==> src/pkg/acd_cfg.svh <==
`ifndef ACD_CFG_SVH
`define ACD_CFG_SVH

// clock rate and timing figures
`define ACD_CLK_HZ        50000000
`define ACD_PERIOD_MS     60
`define ACD_STEP_US       100

// bus address: six fixed bits, then the address-select pin, then write bit
`define ACD_DEV_ADDR_HI   6'h3E
`define ACD_RW_WRITE      1'b0

// register select codes in the top three bits of a data byte
`define ACD_SEL_MODE      3'h0
`define ACD_SEL_DIAG      3'h1
`define ACD_SEL_MASK      3'h2
`define ACD_SEL_GAIN_A    3'h3
`define ACD_SEL_GAIN_B    3'h4

// mode_select fields
`define ACD_MODE_IN_A     2
`define ACD_MODE_IN_B     3
`define ACD_MODE_POWER    4
`define ACD_MODE_USED     5'h1C

// diag_ctrl fields
`define ACD_DIAG_ILIM     1
`define ACD_DIAG_CLR      2
`define ACD_DIAG_REPEAT   3
`define ACD_DIAG_ARM      4
`define ACD_DIAG_USED     5'h1E

// fault_mask fields, also the bit order of the fault vectors
`define ACD_FLT_BRIDGE    0
`define ACD_FLT_OPEN      1
`define ACD_FLT_SUPPLY    2
`define ACD_FLT_OVERCUR   3
`define ACD_FLT_THERMAL   4

// reset value of every payload
`define ACD_RST_PAYLOAD   5'h00

`endif

==> src/pkg/acd_pkg.sv <==
package acd_pkg;

  // serial receiver states, gray along idle -> address -> data
  typedef enum logic [1:0] {
    RX_IDLE = 2'h0,
    RX_ADDR = 2'h1,
    RX_DATA = 2'h3
  } acd_rx_state_t;

  // diagnostic sequencer states, gray along the usual path
  typedef enum logic [2:0] {
    DG_IDLE   = 3'h0,
    DG_SUPPLY = 3'h1,
    DG_BRIDGE = 3'h3,
    DG_OPEN   = 3'h2,
    DG_WAIT   = 3'h6
  } acd_diag_state_t;

endpackage

==> src/pkg/acd_wr_if.sv <==
interface acd_wr_if;
  logic       valid;   // one-cycle pulse per received data byte
  logic [7:0] data;    // select in [7:5], payload in [4:0]

  modport src (output valid, output data);
  modport snk (input valid, input data);
endinterface

==> src/rtl/acd_ctrl_top.sv <==
// Overview of operation
// RULE1: answer bus address 111110 plus address-select pin, write direction only.
// RULE2: data byte top three bits pick register 0-4, low five bits payload.
// RULE3: mode bits: B2 input one, B3 input two, B4 power on; B0-B1 reserved.
// RULE4: no input mutes, one input passes alone, both inputs are summed.
// RULE5: power-up runs full diagnostic in shutdown, regardless of arm bit.
// RULE6: writes arriving during power-up diagnostic are held, applied afterwards.
// RULE7: writing fault-clear as 1 aborts the power-up diagnostic early.
// RULE8: arm bit rising from 0 to 1 launches one diagnostic sequence.
// RULE9: one-shot mode ignores arm until master writes it 0 then 1.
// RULE10: continuous mode repeats every 60ms; stops on fault, clear cycle, mode off.
// RULE11: master sets repeat bit before arm for continuous; repeat 0 is one-shot.
// RULE12: arm at 0 skips short/open tests; thermal and over-current still protect.
// RULE13: fault-clear at 0 keeps faults latched; toggling re-enables outputs, releases line.
// RULE14: diag bit B1 picks fixed (0) or supply-dependent (1) current limit.
// RULE15: a mask bit set hides its test from the fault line, protection stays.
// RULE16: mask bits: B0 bridge short, B1 open, B2 supply short, B3 overcurrent, B4 thermal.
// RULE17: a launched sequence runs every test whatever the mask bits hold.
// RULE18: fault line stays low after the condition goes, until clear toggles.
// RULE19: registers 3 and 4 hold 5-bit gain codes, 00000 lowest, 11111 highest.
// RULE20: registers are write-only and reserved payload bits are dropped.
`include "acd_cfg.svh"
module acd_ctrl_top
  import acd_pkg::*;
#(
  parameter int STEP_CYC   = `ACD_STEP_US * (`ACD_CLK_HZ / 1000000),
  parameter int PERIOD_CYC = `ACD_PERIOD_MS * (`ACD_CLK_HZ / 1000)
)
(
  input  wire logic       clk_in,
  input  wire logic       rst_in,
  input  wire logic       scl_in,
  input  wire logic       sda_in,
  output logic            sda_out,
  output logic            sda_oe_n_out,
  input  wire logic       adr_sel_in,
  input  wire logic [4:0] fault_cond_in,
  output logic            fault_out,
  output logic            fault_oe_n_out,
  output logic            amp_enable_out,
  output logic            in_a_sel_out,
  output logic            in_b_sel_out,
  output logic            mute_out,
  output logic [4:0]      gain_a_code_out,
  output logic [4:0]      gain_b_code_out,
  output logic            current_limit_sel_out,
  output logic            test_supply_out,
  output logic            test_bridge_out,
  output logic            test_open_out,
  output logic            diag_busy_out
);

  acd_wr_if wr_bus ();

  acd_diag_state_t state_reg;
  logic            pwrup_reg;
  logic [31:0]     step_cnt_reg;
  logic [31:0]     period_cnt_reg;
  logic [4:0]      mode_shadow_reg;
  logic [4:0]      diag_shadow_reg;
  logic [4:0]      mask_shadow_reg;
  logic [4:0]      gain_a_shadow_reg;
  logic [4:0]      gain_b_shadow_reg;
  logic [4:0]      mode_reg;
  logic [4:0]      diag_reg;
  logic [4:0]      mask_reg;
  logic [4:0]      gain_a_reg;
  logic [4:0]      gain_b_reg;
  logic            arm_prev_reg;
  logic            clr_prev_reg;
  logic [4:0]      cond_s1_reg;
  logic [4:0]      cond_s2_reg;
  logic            protect_reg;
  logic [4:0]      flag_reg;
  logic [4:0]      detect;
  logic            arm_rise;
  logic            clr_toggle;
  logic            abort_pwrup;
  logic            step_done;
  logic            any_detect;
  logic [2:0]      wr_sel;
  logic [4:0]      wr_payload;

  // serial byte receiver
  acd_i2c_rx u_rx (
    .clk_in       (clk_in),
    .rst_in       (rst_in),
    .scl_in       (scl_in),
    .sda_in       (sda_in),
    .adr_sel_in   (adr_sel_in),
    .sda_oe_n_out (sda_oe_n_out),
    .wr           (wr_bus.src)
  );

  // open-drain data pin only ever pulls low
  assign sda_out = 1'b0;

  // split each received byte into select and payload
  assign wr_sel     = wr_bus.data[7:5];   // see RULE2
  assign wr_payload = wr_bus.data[4:0];

  // shadow copies take every write to selects 0-4, reserved bits dropped
  always_ff @(posedge clk_in or posedge rst_in)
    if (rst_in)
    begin
      mode_shadow_reg   <= `ACD_RST_PAYLOAD;
      diag_shadow_reg   <= `ACD_RST_PAYLOAD;
      mask_shadow_reg   <= `ACD_RST_PAYLOAD;
      gain_a_shadow_reg <= `ACD_RST_PAYLOAD;
      gain_b_shadow_reg <= `ACD_RST_PAYLOAD;
    end
    else if (wr_bus.valid)
    begin
      case (wr_sel)                                             // see RULE2
        `ACD_SEL_MODE:   mode_shadow_reg   <= wr_payload & `ACD_MODE_USED;  // see RULE20
        `ACD_SEL_DIAG:   diag_shadow_reg   <= wr_payload & `ACD_DIAG_USED;  // see RULE20
        `ACD_SEL_MASK:   mask_shadow_reg   <= wr_payload;
        `ACD_SEL_GAIN_A: gain_a_shadow_reg <= wr_payload;                   // see RULE19
        `ACD_SEL_GAIN_B: gain_b_shadow_reg <= wr_payload;                   // see RULE19
        default:         mode_shadow_reg   <= mode_shadow_reg;  // selects 5-7 ignored
      endcase
    end

  // working registers follow the shadows once power-up checking is over
  always_ff @(posedge clk_in or posedge rst_in)
    if (rst_in)
    begin
      mode_reg   <= `ACD_RST_PAYLOAD;
      diag_reg   <= `ACD_RST_PAYLOAD;
      mask_reg   <= `ACD_RST_PAYLOAD;
      gain_a_reg <= `ACD_RST_PAYLOAD;
      gain_b_reg <= `ACD_RST_PAYLOAD;
    end
    else if (!pwrup_reg)                                        // see RULE6
    begin
      mode_reg   <= mode_shadow_reg;
      diag_reg   <= diag_shadow_reg;
      mask_reg   <= mask_shadow_reg;
      gain_a_reg <= gain_a_shadow_reg;
      gain_b_reg <= gain_b_shadow_reg;
    end

  // last applied arm and clear levels, for edge and toggle finding
  always_ff @(posedge clk_in or posedge rst_in)
    if (rst_in)
    begin
      arm_prev_reg <= 1'b0;
      clr_prev_reg <= 1'b0;
    end
    else
    begin
      arm_prev_reg <= diag_reg[`ACD_DIAG_ARM];
      clr_prev_reg <= diag_reg[`ACD_DIAG_CLR];
    end

  assign arm_rise   = diag_reg[`ACD_DIAG_ARM] & ~arm_prev_reg;   // see RULE8
  assign clr_toggle = diag_reg[`ACD_DIAG_CLR] ^ clr_prev_reg;    // see RULE13

  // a clear written as 1 stops the power-up run at once
  assign abort_pwrup = pwrup_reg & wr_bus.valid & (wr_sel == `ACD_SEL_DIAG)
                     & wr_payload[`ACD_DIAG_CLR];                // see RULE7

  // fault conditions from the analog side pass two flip-flops
  always_ff @(posedge clk_in or posedge rst_in)
    if (rst_in)
    begin
      cond_s1_reg <= 5'h00;
      cond_s2_reg <= 5'h00;
    end
    else
    begin
      cond_s1_reg <= fault_cond_in;
      cond_s2_reg <= cond_s1_reg;
    end

  // load tests count only in their own step; thermal and current always
  always_comb
  begin
    detect                   = 5'h00;
    detect[`ACD_FLT_SUPPLY]  = cond_s2_reg[`ACD_FLT_SUPPLY] & (state_reg == DG_SUPPLY);
    detect[`ACD_FLT_BRIDGE]  = cond_s2_reg[`ACD_FLT_BRIDGE] & (state_reg == DG_BRIDGE);
    detect[`ACD_FLT_OPEN]    = cond_s2_reg[`ACD_FLT_OPEN] & (state_reg == DG_OPEN);
    detect[`ACD_FLT_OVERCUR] = cond_s2_reg[`ACD_FLT_OVERCUR];   // see RULE12
    detect[`ACD_FLT_THERMAL] = cond_s2_reg[`ACD_FLT_THERMAL];   // see RULE12
  end

  assign any_detect = |detect;
  assign step_done  = step_cnt_reg == 32'(STEP_CYC - 1);

  // diagnostic sequencer: supply short, bridge short, open load, then wait if repeat is set, else idle
  always_ff @(posedge clk_in or posedge rst_in)
    if (rst_in)
    begin
      state_reg <= DG_SUPPLY;                                   // see RULE5
      pwrup_reg <= 1'b1;                                        // see RULE5
    end
    else if (abort_pwrup)
    begin
      state_reg <= DG_IDLE;                                     // see RULE7
      pwrup_reg <= 1'b0;
    end
    else
    begin
      case (state_reg)
        DG_IDLE:
          if (arm_rise)                                         // see RULE8
            state_reg <= DG_SUPPLY;                             // see RULE9
        DG_SUPPLY:
          if (any_detect)
          begin
            state_reg <= DG_IDLE;                               // see RULE10
            pwrup_reg <= 1'b0;
          end
          else if (step_done)
            state_reg <= DG_BRIDGE;                             // see RULE17
        DG_BRIDGE:
          if (any_detect)
          begin
            state_reg <= DG_IDLE;                               // see RULE10
            pwrup_reg <= 1'b0;
          end
          else if (step_done)
            state_reg <= DG_OPEN;                               // see RULE17
        DG_OPEN:
          if (any_detect || (step_done && pwrup_reg))
          begin
            state_reg <= DG_IDLE;
            pwrup_reg <= 1'b0;
          end
          else if (step_done)
            state_reg <= diag_reg[`ACD_DIAG_REPEAT] ? DG_WAIT : DG_IDLE;  // see RULE10
        DG_WAIT:
          if (any_detect || clr_toggle || !diag_reg[`ACD_DIAG_REPEAT])
            state_reg <= DG_IDLE;                               // see RULE10
          else if (period_cnt_reg >= 32'(PERIOD_CYC - 1))
            state_reg <= DG_SUPPLY;                             // see RULE10
        default:
        begin
          state_reg <= DG_IDLE;
          pwrup_reg <= 1'b0;
        end
      endcase
    end

  // step timer restarts on every state change
  always_ff @(posedge clk_in or posedge rst_in)
    if (rst_in)
      step_cnt_reg <= 32'h0000_0000;
    else if (state_reg == DG_IDLE || state_reg == DG_WAIT || step_done || abort_pwrup)
      step_cnt_reg <= 32'h0000_0000;
    else
      step_cnt_reg <= step_cnt_reg + 32'h0000_0001;

  // repeat timer measures launch to launch
  always_ff @(posedge clk_in or posedge rst_in)
    if (rst_in)
      period_cnt_reg <= 32'h0000_0000;
    else if (state_reg == DG_IDLE
             || (state_reg == DG_WAIT && period_cnt_reg >= 32'(PERIOD_CYC - 1)))
      period_cnt_reg <= 32'h0000_0000;
    else
      period_cnt_reg <= period_cnt_reg + 32'h0000_0001;

  // protective shutdown latch ignores masks; a fresh fault beats the clear
  always_ff @(posedge clk_in or posedge rst_in)
    if (rst_in)
      protect_reg <= 1'b0;
    else
      protect_reg <= (protect_reg & ~clr_toggle) | any_detect;  // see RULE13 RULE15

  // fault line flags, unmasked tests only, held until clear toggles
  always_ff @(posedge clk_in or posedge rst_in)
    if (rst_in)
      flag_reg <= 5'h00;
    else
      flag_reg <= (flag_reg & ~{5{clr_toggle}})                 // see RULE18
                | (detect & ~mask_reg);                         // see RULE15 RULE16

  // open-drain fault pin pulled low while any flag stands
  assign fault_out      = 1'b0;
  assign fault_oe_n_out = ~|flag_reg;                           // see RULE13

  // amplifier enable: powered, past power-up, no protective shutdown
  always_ff @(posedge clk_in or posedge rst_in)
    if (rst_in)
      amp_enable_out <= 1'b0;
    else
      amp_enable_out <= mode_reg[`ACD_MODE_POWER] & ~pwrup_reg  // see RULE3 RULE5
                      & ~protect_reg & ~any_detect;             // see RULE12

  // source selection: mute, one input, or the mix of both
  always_ff @(posedge clk_in or posedge rst_in)
    if (rst_in)
    begin
      in_a_sel_out <= 1'b0;
      in_b_sel_out <= 1'b0;
      mute_out     <= 1'b1;
    end
    else
    begin
      in_a_sel_out <= mode_reg[`ACD_MODE_IN_A];                 // see RULE3 RULE4
      in_b_sel_out <= mode_reg[`ACD_MODE_IN_B];                 // see RULE3 RULE4
      mute_out     <= ~mode_reg[`ACD_MODE_IN_A] & ~mode_reg[`ACD_MODE_IN_B];  // see RULE4
    end

  // gain codes and current limit selection
  always_ff @(posedge clk_in or posedge rst_in)
    if (rst_in)
    begin
      gain_a_code_out       <= `ACD_RST_PAYLOAD;
      gain_b_code_out       <= `ACD_RST_PAYLOAD;
      current_limit_sel_out <= 1'b0;
    end
    else
    begin
      gain_a_code_out       <= gain_a_reg;                      // see RULE19
      gain_b_code_out       <= gain_b_reg;                      // see RULE19
      current_limit_sel_out <= diag_reg[`ACD_DIAG_ILIM];        // see RULE14
    end

  // test strobes to the analog measurement, one per step
  always_ff @(posedge clk_in or posedge rst_in)
    if (rst_in)
    begin
      test_supply_out <= 1'b0;
      test_bridge_out <= 1'b0;
      test_open_out   <= 1'b0;
      diag_busy_out   <= 1'b0;
    end
    else
    begin
      test_supply_out <= state_reg == DG_SUPPLY;
      test_bridge_out <= state_reg == DG_BRIDGE;
      test_open_out   <= state_reg == DG_OPEN;
      diag_busy_out   <= state_reg != DG_IDLE;
    end

endmodule

==> src/rtl/acd_i2c_rx.sv <==
module acd_i2c_rx
  import acd_pkg::*;
(
  input  wire logic clk_in,
  input  wire logic rst_in,
  input  wire logic scl_in,
  input  wire logic sda_in,
  input  wire logic adr_sel_in,
  output logic      sda_oe_n_out,
  acd_wr_if.src     wr
);
`include "acd_cfg.svh"

  logic [2:0]    sync1_reg;
  logic [2:0]    sync2_reg;
  logic [1:0]    prev_reg;
  acd_rx_state_t state_reg;
  logic [7:0]    shift_reg;
  logic [3:0]    cnt_reg;
  logic          ack_reg;
  logic          drv_reg;
  logic          valid_reg;
  logic [7:0]    data_reg;
  logic          scl_s;
  logic          sda_s;
  logic          scl_rise;
  logic          scl_fall;
  logic          start_det;
  logic          stop_det;
  logic          addr_hit;

  // two flip-flops on each pin: scl, sda, address select
  always_ff @(posedge clk_in or posedge rst_in)
    if (rst_in)
    begin
      sync1_reg <= 3'h7;
      sync2_reg <= 3'h7;
    end
    else
    begin
      sync1_reg <= {adr_sel_in, sda_in, scl_in};
      sync2_reg <= sync1_reg;
    end

  // previous synchronised levels for edge finding
  always_ff @(posedge clk_in or posedge rst_in)
    if (rst_in)
      prev_reg <= 2'h3;
    else
      prev_reg <= sync2_reg[1:0];

  // bus events seen on the synchronised lines
  assign scl_s     = sync2_reg[0];
  assign sda_s     = sync2_reg[1];
  assign scl_rise  = scl_s & ~prev_reg[0];
  assign scl_fall  = ~scl_s & prev_reg[0];
  assign start_det = scl_s & prev_reg[0] & ~sda_s & prev_reg[1];
  assign stop_det  = scl_s & prev_reg[0] & sda_s & ~prev_reg[1];
  // see RULE1
  assign addr_hit  = shift_reg == {`ACD_DEV_ADDR_HI, sync2_reg[2], `ACD_RW_WRITE};

  // frame state, bit shifting and acknowledge drive
  always_ff @(posedge clk_in or posedge rst_in)
    if (rst_in)
    begin
      state_reg <= RX_IDLE;
      shift_reg <= 8'h00;
      cnt_reg   <= 4'h0;
      ack_reg   <= 1'b0;
      drv_reg   <= 1'b0;
      valid_reg <= 1'b0;
      data_reg  <= 8'h00;
    end
    else
    begin
      valid_reg <= 1'b0;
      if (start_det)
      begin
        state_reg <= RX_ADDR;
        cnt_reg   <= 4'h0;
        ack_reg   <= 1'b0;
        drv_reg   <= 1'b0;
      end
      else if (stop_det)
      begin
        state_reg <= RX_IDLE;
        ack_reg   <= 1'b0;
        drv_reg   <= 1'b0;
      end
      else if (scl_rise && state_reg != RX_IDLE && !ack_reg && cnt_reg != 4'h8)
      begin
        shift_reg <= {shift_reg[6:0], sda_s};
        cnt_reg   <= cnt_reg + 4'h1;
      end
      else if (scl_fall && ack_reg)
      begin
        ack_reg <= 1'b0;
        drv_reg <= 1'b0;
        cnt_reg <= 4'h0;
      end
      else if (scl_fall && cnt_reg == 4'h8)
      begin
        case (state_reg)
          RX_ADDR:
            if (addr_hit)            // reads and other addresses get no ack
            begin
              state_reg <= RX_DATA;
              ack_reg   <= 1'b1;
              drv_reg   <= 1'b1;
            end
            else
              state_reg <= RX_IDLE;
          RX_DATA:
          begin
            ack_reg   <= 1'b1;
            drv_reg   <= 1'b1;
            valid_reg <= 1'b1;
            data_reg  <= shift_reg;
          end
          default:
            state_reg <= RX_IDLE;
        endcase
      end
    end

  assign sda_oe_n_out = ~drv_reg;
  assign wr.valid     = valid_reg;
  assign wr.data      = data_reg;

endmodule

==> config.mk <==
export PLATFORM = sky130hd
export DESIGN_NAME = acd_ctrl_top
export DESIGN_NICKNAME = d
export VERILOG_FILES = /design/src/pkg/acd_pkg.sv /design/src/pkg/acd_wr_if.sv /design/src/rtl/acd_ctrl_top.sv /design/src/rtl/acd_i2c_rx.sv
export VERILOG_INCLUDE_DIRS = /design/src /design/src/pkg
export SDC_FILE = /design/constraint.sdc
export NUM_CORES = 1
export LEC_CHECK = 0
export ABC_AREA = 1
export BUFFER_PORTS_ARGS = -buffer_cell sky130_fd_sc_hd__buf_2
export CORE_MARGIN = 2
export CORE_UTILIZATION = 30
export DETAILED_ROUTE_END_ITERATION = 8
export GPL_TIMING_DRIVEN = 0
export PLACE_DENSITY = 0.41
export SLEW_MARGIN = 20
export SYNTH_ARGS = -nofsm -noshare
export SYNTH_HDL_FRONTEND = slang
export SYNTH_SLANG_ARGS = --single-unit
==> constraint.sdc <==
create_clock -name clk_in -period 9.2 [get_ports clk_in]
set_input_delay 1.84 -clock clk_in [delete_from_list [all_inputs] [get_ports clk_in]]
set_output_delay 1.84 -clock clk_in [all_outputs]
set_load 0.03 [all_outputs]
## After elaboration in Yosys (flattened, before gate mapping)

Cells that the tools add are included.

| storage, ports and cells | value |
|---|---|
| bits of input ports | 10 |
| bits in registers | 181 |
| logic and storage cells | 196 |

| cells by class | value |
|---|---|
| $add $sub $neg | 3 |
| mux-type cells | 42 |
| eq/ne operators | 27 |
| $lt $le $gt $ge | 1 |
| reductions and logical operators | 41 |
| bitwise gates (word level) | 42 |

Operators with widths:

| operator | count |
|---|---|
| $add 32x1->32 const B | 2 |
| $mux 32 | 2 |
| $mux 3 | 11 |
| $eq 32x13->1 const B | 1 |
| $ge 32x22->1 const B | 1 |
| $ne 4x4->1 const B | 5 |
| $and 1x1->1 | 19 |
| $mux 4 | 4 |
| $not 1->1 | 16 |
| $mux 1 | 15 |
| $pmux 3 s5 | 1 |
| $eq 3x2->1 const B | 4 |
| $mux 2 | 6 |
| $ne 3x1->1 const B | 4 |
| $reduce_and 2->1 | 6 |
| $and 5x5->5 | 2 |
| $not 5->5 | 2 |
| $reduce_or 5->1 | 2 |
| $reduce_bool 3->1 | 3 |
| $eq 8x8->1 | 1 |
| $reduce_and 4->1 | 2 |
| $logic_and 1x1->1 | 7 |
| $logic_or 1x1->1 | 7 |
| $eq 3x1->1 const B | 2 |
| other kinds (23) | 31 |

## Longest topological paths before layout

Gate-level depths: netlist of the first run.

| logic depth | value |
|---|---|
| depth in word-level cells | 8 |
| gate-level depth with buffers | 15 |
| gate-level depth less buffers | 15 |

## Hierarchy

From an unflattened synthesis of the first run, not the netlist that was laid out.

| second synthesis, totals | value |
|---|---|
| cells, all modules | 909 |
| area, all modules | 8,298.0 um2 |

Modules (own cells, without submodules):

| module | instances | area an instance (um2) | cells an instance | seq. area each (um2) |
|---|---|---|---|---|
| acd_ctrl_top | 1 | 6,854.1 | 761 | 3,732.3 |
| acd_i2c_rx | 1 | 1,443.9 | 148 | 810.8 |

## Worst setup path after synthesis of the first run

OpenSTA, ideal clock, no wires.

| timing path | value |
|---|---|
| kind | register to output |
| start point | register flag_reg[1] |
| end point | output fault_oe_n_out |
| path slack | 5,998 ps |
| cell stages (with the launch flop) | 2 |
| arrival time | 1,362 ps |
| buffers on the path | 0 |
| data required time | 7,360 ps |
| cell sequence | dfrtp_1 nor4_1 |

| on the way | value |
|---|---|
| word-level cells in the longest chain between the ends | 2 |

Ends and longest elaborated chain:

| element | line | text |
|---|---|---|
| from (decl) | acd_ctrl_top.sv:74 | `logic [4:0] flag_reg;` |
| from (signal assigned) | acd_ctrl_top.sv:276 | `flag_reg <= (flag_reg & ~{5{clr_toggle}})` |
| $reduce_or 5->1 | acd_ctrl_top.sv:281 | `assign fault_oe_n_out = ~\|flag_reg;` |
| $logic_not 1->1 | acd_ctrl_top.sv:281 |  |
| to (decl) | acd_ctrl_top.sv:39 | `output logic fault_oe_n_out,` |

Every way passes these cells.

## Worst setup path after layout of the first run

Same ends and word-level chain as after synthesis.

==> results of run 1 <==
final cells by class:
cell class,count,area share
clock inverter,13,0.0170
buffer,16,0.00986
inverter,114,0.0460
timing repair buffer,32,0.0216
sequential,181,0.477
multi-input combinational,647,0.337
clock buffer,19,0.0465
tap,341,0.0448
path summary, 6_finish.rpt:
path,endpoint
max reg2reg,period_cnt_reg[28]
max,fault_oe_n_out
min reg2reg,cond_s2_reg[3]
min,cond_s2_reg[3]
min in group asynchronous,u_rx.cnt_reg[2]
max in group asynchronous,mute_out
placed cells by master, fill, tap and decap left out, drive strengths merged:
| cell type | instances |
|---|---|
| nor3 | 43 |
| bufinv | 2 |
| clkbuf | 25 |
| nand3b | 2 |
| conb | 2 |
| and3 | 1 |
| clkinvlp | 2 |
| o21a | 1 |
| and2 | 1 |
| xnor2 | 4 |
| nor4 | 9 |
| o21ai | 55 |
| o22ai | 4 |
| ha | 4 |
| nor2 | 144 |
| a21oi | 30 |
| inv | 121 |
| xor2 | 24 |
| clkinv | 2 |
| dfrtp | 170 |
| nand2 | 243 |
| or2 | 1 |
| o211ai | 4 |
| nand3 | 49 |
| o2111ai | 1 |
| nand4 | 20 |
| dfstp | 11 |
| a31oi | 3 |
| buf | 42 |
| nor3b | 2 |
worst reg2reg max path, delay by kind of cell, from the launching register on:
family	cells	cell delay (ns)
adders and majority gates	1	0.23
DFF	1	0.40
and+or+nand+nor	8	1.07
AOI/OAI and AO/OA	1	0.06
power groups by stage:
stage	Sequential, mW	Clock (mW)	Combinational [mW]
2_1_floorplan	0.857	0	0.0516
3_3_place_gp	0.865	0	0.0667
3_5_place_dp	0.864	0	0.0716
4_1_cts	0.849	0.788	0.0716
5_1_grt	0.854	0.824	0.0831
6_report	0.849	0.758	0.0683
per-layer routing:
layer	global-route usage	vias up	part of all wire	wire length [um]
met1	0.192	2900	0.50	9500
met3	0.0281	19	0.023	428
met4	0.0360	0	0.010	197
met5	0	-	0	0
li1	-	3169	-	-
met2	0.230	68	0.46	8750
cell families (layout without fill, tap and decap cells):
| group | count (synthesis) | in the layout |
|---|---|---|
| buffers and inverters | 130 | 194 |
| xor gates and xnor gates | 28 | 28 |
| and+or+nand+nor | 515 | 515 |
| other | 1 | 2 |
| AOI/OAI and AO/OA | 98 | 98 |
| DFF | 181 | 181 |
| adders and majority gates | 4 | 4 |
==> flow_metrics.tcl, run 1 <==
set metrics [dict create \
    path_buf_inv 1 \
    area_delta_synth_final_pct 15.1 \
    seqPwrFrac 0.507 \
    avgSynthCellArea_um2 8.64 \
    fp-row-count 60 \
    worst_slack_ns 5.89 \
    clk_path_buf_depth 2 \
    cts_tree "yes" \
    io_buffer_count 30 \
    cp-end-kind "output pin" \
    tns_ns 0 \
    grt_overflow 0 \
    synth-seq-cells 181 \
    switchingPower_mw 0.408 \
    period_minus_slack_ns 3.31 \
    syn_inst 957 \
    layout.cells.non_filler 1363 \
    place_area_um2 8920 \
    place_ws_ns 6.26 \
    synth-edff-count 0 \
    vias 6156 \
    worstPathRequired_ns 7.36 \
    io_pins 33 \
    cp.depth 2 \
    start_util 0.306 \
    crit_family "simple AND/OR/NAND/NOR gates" \
    fmax_mhz 302 \
    yosys.area.top_type "dfrtp_1" \
    synth_area_um2 8270 \
    path_clk_slew_ns 0.07 \
    pwr_density_cell_nw_per_um2 176 \
    synth_cell_types 43 \
    wl_mm 18.9 \
    wire_per_inst_um 13.9 \
    htreeDepth 4 \
    intPower_mw 1.27 \
    ctsResizeCount 0 \
    dp.cells 1331 \
    crit_path_start_kind "flip-flop" \
    r2r_start "period_cnt_reg[0]" \
    vias_per_cell 4.52 \
    synthSimpleGateAreaFrac 0.289 \
    nNetsFinal 1023 \
    critPathLaunch "flag_reg[1]" \
    cp_max_fo 2 \
    clock_latency_ns 0.43 \
    final_util 0.352 \
    ys_warn_count 0 \
    core_area_um2 27000 \
    grt_usage 0.141 \
    gp_congestion 0.812 \
    fin_crit_sh 0.360 \
    yosys.area_share.adder 0.00605 \
    n_antenna_cell 0 \
    route.detailed.drc 0 \
    swShare 0.244 \
    drt_iter0_drc 293 \
    holdPathStages 0 \
    critPathKind "reg -> out" \
    grt_start_max_net_pins 81 \
    firstDrtPassIters 5 \
    cp.arrival_ns 1.47 \
    hold_start "cond_s1_reg[3]" \
    status "finished, final reports clean" \
    synthTopCellsByCount "233 x nand2_1, 170 x dfrtp_1, 130 x nor2_1" \
    fin_worst_skew_ns 0.0128 \
    rsz0062_at_grt "no" \
    async_reset_ff_frac 1.00 \
    ys_top_cells_by_area "dfrtp_1 51%, nand2_1 11%, nor2_1 5.9%" \
    die_area_um2 28900 \
    p_comb_frac 0.041 \
    fillers 2851 \
    finalHoldViolations 0 \
    finalSetupViolCount 0 \
    ant_nets 0 \
    drive_above_1_share 0.137 \
    clockPowerShare 0.453 \
    synth_top_area_frac 0.514 \
    crit_slowest_cell "nor4_1" \
    root_buffer "clkbuf_16" \
    die_h_um 170 \
    path_cells "nor4_1, buf_2" \
    ctsHoldBuffers 0 \
    postCtsSetupRepairBufs 0 \
    synth_top_family_by_area "simple AND/OR/NAND/NOR gates" \
    synth-seq-area-share 0.549 \
    worst_pin_slew_ns 0.560 \
    cts_sinks 181 \
    r2r_slack_ns 7.33 \
    synthXorXnorAreaFrac 0.0296 \
    peakVddDrop_mv 0.0838 \
    min_path_type "reg -> reg" \
    max-cap-violations 0 \
    critPathMaxStageDelay_ns 0.40 \
    finalPower_mw 1.68 \
    synth_compound_area_frac 0.0623 \
    muxShareOfSynthArea 0 \
    multi_input_area_um2 3210 \
    slew_viol_final 0 \
    leakage_nw 4.21 \
    die_width_um 170 \
    final_area_um2 9520 \
    hold_slack_ns 0.350 \
    cts_buffers 17 \
    rr_worst_depth 10 \
    dominantRegCellSynth "dfrtp_1" \
    grt_pass1_vias 6181 \
    antenna_found_initial 0 \
    dp_hpwl_mm 13.6 \
    register_area_um2 4540 \
    grt_pass1_wl_mm 32.3 \
    synth_most_common_cell "nand2_1" \
    slew_headroom 0.627 \
]
No activity file was read; power rests on OpenSTA's default activity.
==> inputs of run 2 (changes only) <==
- clock period: 9.2 -> 3.4 ns (I/O delays scaled with it)
==> run 2 against run 1 <==
  * Clock skew is 0.012 ns higher
  * First-iteration DRC count increased by 1.7%
  * Largest power group unchanged
  * Sequential cell count is the same
  * Count of clock-buffer cells in the layout down 2
  * Design area up 0.49%
  * Non-clock buffer count increased by 4
  * Sequential share of layout area decreased by 0.23 points
  * Global-route usage rose by 0.092 points
  * Via count is 0.34% lower
  * Cell count is 0.29% higher
  * Die area did not move
==> flow_metrics.tcl, run 2 (same netlist as run 1, synthesis figures left out) <==
set metrics [dict create \
    finalHoldViolations 0 \
    die_area_um2 28900 \
    cts_tree "yes" \
    crit_path_start_kind "flip-flop" \
    gp_congestion 0.788 \
    grt_pass1_vias 6395 \
    postCtsSetupRepairBufs 0 \
    ctsHoldBuffers 0 \
    intPower_mw 3.35 \
    rsz0062_at_grt "no" \
    path_clk_slew_ns 0.07 \
    grtUsageMet3 0.0258 \
    grt_usage 0.142 \
    grt_pass1_wl_mm 32.6 \
    status "finished, final reports clean" \
    ant_nets 0 \
    place_ws_ns 1.53 \
    dp_hpwl_mm 13.9 \
    clk_path_buf_depth 2 \
    period_minus_slack_ns 2.15 \
    critPathKind "reg -> out" \
    htreeDepth 4 \
    slew_viol_final 0 \
    fin_worst_skew_ns 0.0245 \
    worstPathRequired_ns 2.72 \
    cts_buffers 17 \
    slew_headroom 0.633 \
    die_h_um 170 \
    root_buffer "clkbuf_16" \
    nNetsFinal 1027 \
    area_delta_synth_final_pct 15.6 \
    firstDrtPassIters 4 \
    tns_ns 0 \
    switchingPower_mw 1.13 \
    fin_crit_sh 0.632 \
    clockPowerShare 0.444 \
    route.detailed.drc 0 \
    grt_busiest_layer "met2" \
    seqPwrFrac 0.513 \
    grt_start_max_net_pins 32 \
    vias_per_cell 4.49 \
    max-cap-violations 0 \
    die_width_um 170 \
    fmax_mhz 466 \
    n_antenna_cell 0 \
    fp-row-count 60 \
    leakage_nw 4.23 \
    start_util 0.306 \
    wl_mm 19.0 \
    io_pins 33 \
    worst_slack_ns 1.25 \
    cp_max_fo 2 \
    swShare 0.252 \
    core_area_um2 27000 \
    vias 6135 \
    drive_above_1_share 0.140 \
    cp.arrival_ns 1.47 \
    grt_overflow 0 \
    clock_latency_ns 0.44 \
    cts_sinks 181 \
    r2r_slack_ns 1.54 \
    finalSetupViolCount 0 \
    cp-end-kind "output pin" \
    use_met1 0.191 \
    worst_pin_slew_ns 0.550 \
    peakVddDrop_mv 0.256 \
    min_path_type "in -> async" \
    antenna_found_initial 0 \
    drt_iter0_drc 298 \
    grt_util_met2 0.236 \
    p_comb_frac 0.043 \
    layout_commonest_cell "nand2_1" \
    io_buffer_count 30 \
    ctsResizeCount 0 \
    wire_per_inst_um 13.9 \
    pwr_density_cell_nw_per_um2 468 \
    final_cell_mix "233 x nand2_1, 170 x dfrtp_1, 130 x nor2_1" \
]
[run 2: path summary, 6_finish.rpt]
check / start / endpoint / depth (start not counted)
max reg2reg: period_cnt_reg[0] / period_cnt_reg[26] / 9
min reg2reg: cond_s1_reg[4] / cond_s2_reg[4] / 0
max: flag_reg[1] / fault_oe_n_out / 2
min in group clk_in: scl_in / u_rx.sync1_reg[0] / 1
min: rst_in / u_rx.cnt_reg[2] / 2
max in group asynchronous: rst_in / pwrup_reg / 5
[run 2: critical path: stages, from the launching register on]
cell and delay [ns]:
dfrtp_1 0.38, nor4_1 0.38, buf_2 0.27
[run 2: per-layer routing]
layer,vias up,share of wire
li1,3164,-
met2,59,0.47
met1,2901,0.50
met3,11,0.019
met4,0,0.0085
met5,-,0
[run 2: stage by stage]
stage          utilization  power [mW]  cells  hold WS, ns  cell area, um^2
6_report             0.354        4.48   1367        0.270             9570
2_1_floorplan            -        2.46    958        0.331             8280
3_3_place_gp         0.328        2.52   1329        0.337             8860
3_5_place_dp         0.332        2.54   1335        0.336             8980
5_1_grt              0.354        4.68   1367        0.299             9570
4_1_cts              0.354        4.57   1367        0.271             9570
[run 2: cell type report]
type,instances,area [um^2]
fill,2846,17500
sequential,181,4540
multi-input combinational,647,3210
inverter,114,434
tap,341,427
clock buffer,17,425
timing repair buffer,36,270
clock inverter,15,164
buffer,16,93.8
[run 2: power groups by stage]
stage                     logic, mW  clock network [mW]  registers (mW)
after floorplan               0.140                   0            2.32
after global placement        0.181                   0            2.34
final                         0.192                1.99            2.30
after global routing          0.228                2.15            2.31
after CTS                     0.199                2.08            2.30
after detailed placement      0.200                   0            2.34
==> inputs of run 3 (changes only) <==
- PLACE_DENSITY: 0.41 -> 0.42
- clock period: 3.4 -> 1.8 ns (I/O delays scaled with it)
==> run 3 against run 2 <==
  * Combinational power rose by 110%
  * Routed wire length up 2.2%
  * Via count increased by 1.5%
  * Critical path depth grew 8
  * Worst setup slack got worse by 1.2 ns
  * Design area is 6.7% higher
  * Utilization increased by 2.4 points
  * Critical path type is now reg -> reg
  * First-iteration DRC count down 1.7%
  * Sequential cell count did not move
  * Largest power group unchanged
  * Power grew 92%
  * Sequential power grew 88%
  * Register-to-register slack lost 1.5 ns
==> flow_metrics.tcl, run 3 (same netlist as run 1, synthesis figures left out) <==
set metrics [dict create \
    grt_pass1_wl_mm 32.1 \
    io_pins 33 \
    ant_nets 0 \
    io_buffer_count 30 \
    die_area_um2 28900 \
    vias 6230 \
    slew_viol_final 0 \
    die_h_um 170 \
    layout_commonest_cell "nand2_1" \
    cp-end-kind "flip-flop" \
    fp-row-count 60 \
    hold_slack_ns 0.0231 \
    pwr_density_cell_nw_per_um2 841 \
    grt_usage 0.140 \
    fin_crit_sh 0.964 \
    leakage_nw 4.54 \
    wire_per_inst_um 13.9 \
    cts_tree "yes" \
    drt_iter0_drc 293 \
    crit_family "simple AND/OR/NAND/NOR gates" \
    cts_buffers 17 \
    drive_above_1_share 0.215 \
    path_buf_inv 2 \
    peakVddDrop_mv 0.480 \
    cp.arrival_ns 2.09 \
    fmax_mhz 577 \
    core_area_um2 27000 \
    finalSetupViolCount 0 \
    finalHoldViolations 0 \
    min_path_type "in -> reg" \
    place_ws_ns -0.0742 \
    worstPathRequired_ns 2.15 \
    status "finished, final reports clean" \
    slew_headroom 0.660 \
    clk_path_buf_depth 2 \
    cts_sinks 181 \
    htreeDepth 4 \
    path_clk_slew_ns 0.07 \
    period_minus_slack_ns 1.73 \
    antenna_found_initial 0 \
    rsz0062_at_grt "yes" \
    root_buffer "clkbuf_16" \
    grt_pass1_vias 6228 \
    gp_congestion 0.805 \
    max-cap-violations 0 \
    nNetsFinal 1058 \
    fin_worst_skew_ns 0.0161 \
    critPathKind "reg -> reg" \
    area_delta_synth_final_pct 23.4 \
    worst_slack_ns 0.0656 \
    start_util 0.306 \
    vias_per_cell 4.46 \
    n_antenna_cell 0 \
    dp_hpwl_mm 13.9 \
    route.detailed.drc 0 \
    cp_max_fo 4 \
    crit_slowest_cell "dfrtp_1" \
    path_cells "buf_4, nand3_2, nor2_4, nand3b_4, nor2_2, nand3_2, buf_4, nor3_4, a21oi_1, nor2_1" \
    crit_path_start_kind "flip-flop" \
    fillers 2802 \
    grt_start_max_net_pins 31 \
    grt_overflow 0 \
    final_cell_mix "219 x nand2_1, 167 x dfrtp_1, 110 x nor2_1" \
    clock_latency_ns 0.43 \
    die_width_um 170 \
    worst_pin_slew_ns 0.510 \
    firstDrtPassIters 4 \
    critPathMaxStageDelay_ns 0.39 \
    wl_mm 19.4 \
]
## run 3: changes by cell type in the layout (fill, tap and decap cells not counted), moves of 5 or more
cell     change
buf_4       +23
nor2_1      -20
nand2_1     -14
nor2_2      +14
nand2_2      +9
nor2_4       +6
nor3_1       -5
## run 3: repair_timing
item / 4_1_cts / 5_1_grt
endpoints found under the setup margin: 50 / 66
gates cloned: 0 / 4
pin swaps: 2 / 14
hold buffers: 3 / 0
resized for setup: 15 / 80
hold endpoints to repair: 17 / 0
setup buffers: 2 / 21
## run 3: metal layers
layer,vias to the layer above,share of wire,global-route usage
met4,0,0.015,0.0424
met3,19,0.020,0.0212
met2,58,0.47,0.230
met5,-,0,0
met1,2920,0.50,0.192
li1,3233,-,-
## run 3: final timing paths
check | cells after the start | from | end | slack [ns]
worst max-delay path | 10 | period_cnt_reg[0] | period_cnt_reg[25] | 0.07
worst min-delay path | 1 | scl_in | u_rx.sync1_reg[0] | 0.02
worst max register to register | 10 | period_cnt_reg[0] | period_cnt_reg[25] | 0.07
worst min register to register | 0 | cond_s1_reg[1] | cond_s2_reg[1] | 0.35
max in group asynchronous | 6 | rst_in | mute_out | 0.28
min in group asynchronous | 3 | rst_in | period_cnt_reg[10] | 0.51
## run 3: power by group
| part | switching [mW] | internal (mW) |
|---|---|---|
| Sequential | 0.115 | 4.22 |
| Clock | 1.70 | 2.15 |
| Combinational | 0.244 | 0.160 |
| Total | 2.06 | 6.52 |
## run 3: per-stage QoR
step | TNS [ns] | utilization | total power [mW] | cells | area [um^2]
after floorplan | -151.76 | - | 4.65 | 958 | 8280
after global placement | -405.36 | 0.328 | 4.76 | 1329 | 8860
after detailed placement | -1.52 | 0.333 | 4.80 | 1336 | 9010
after CTS | 0 | 0.360 | 8.73 | 1373 | 9720
after global routing | -0.267 | 0.378 | 8.97 | 1398 | 10200
final | 0 | 0.378 | 8.59 | 1398 | 10200
## run 3: area by class of cell
cell class,count,area (um^2),area share
flip-flops and latches,181,4550,0.445
multi-input cells,647,3490,0.342
repair buffers,67,579,0.0567
clock buffers,20,457,0.0447
inverters,114,444,0.0435
well taps,341,427,0.0418
clock inverters,12,143,0.0140
plain buffers,16,126,0.0124
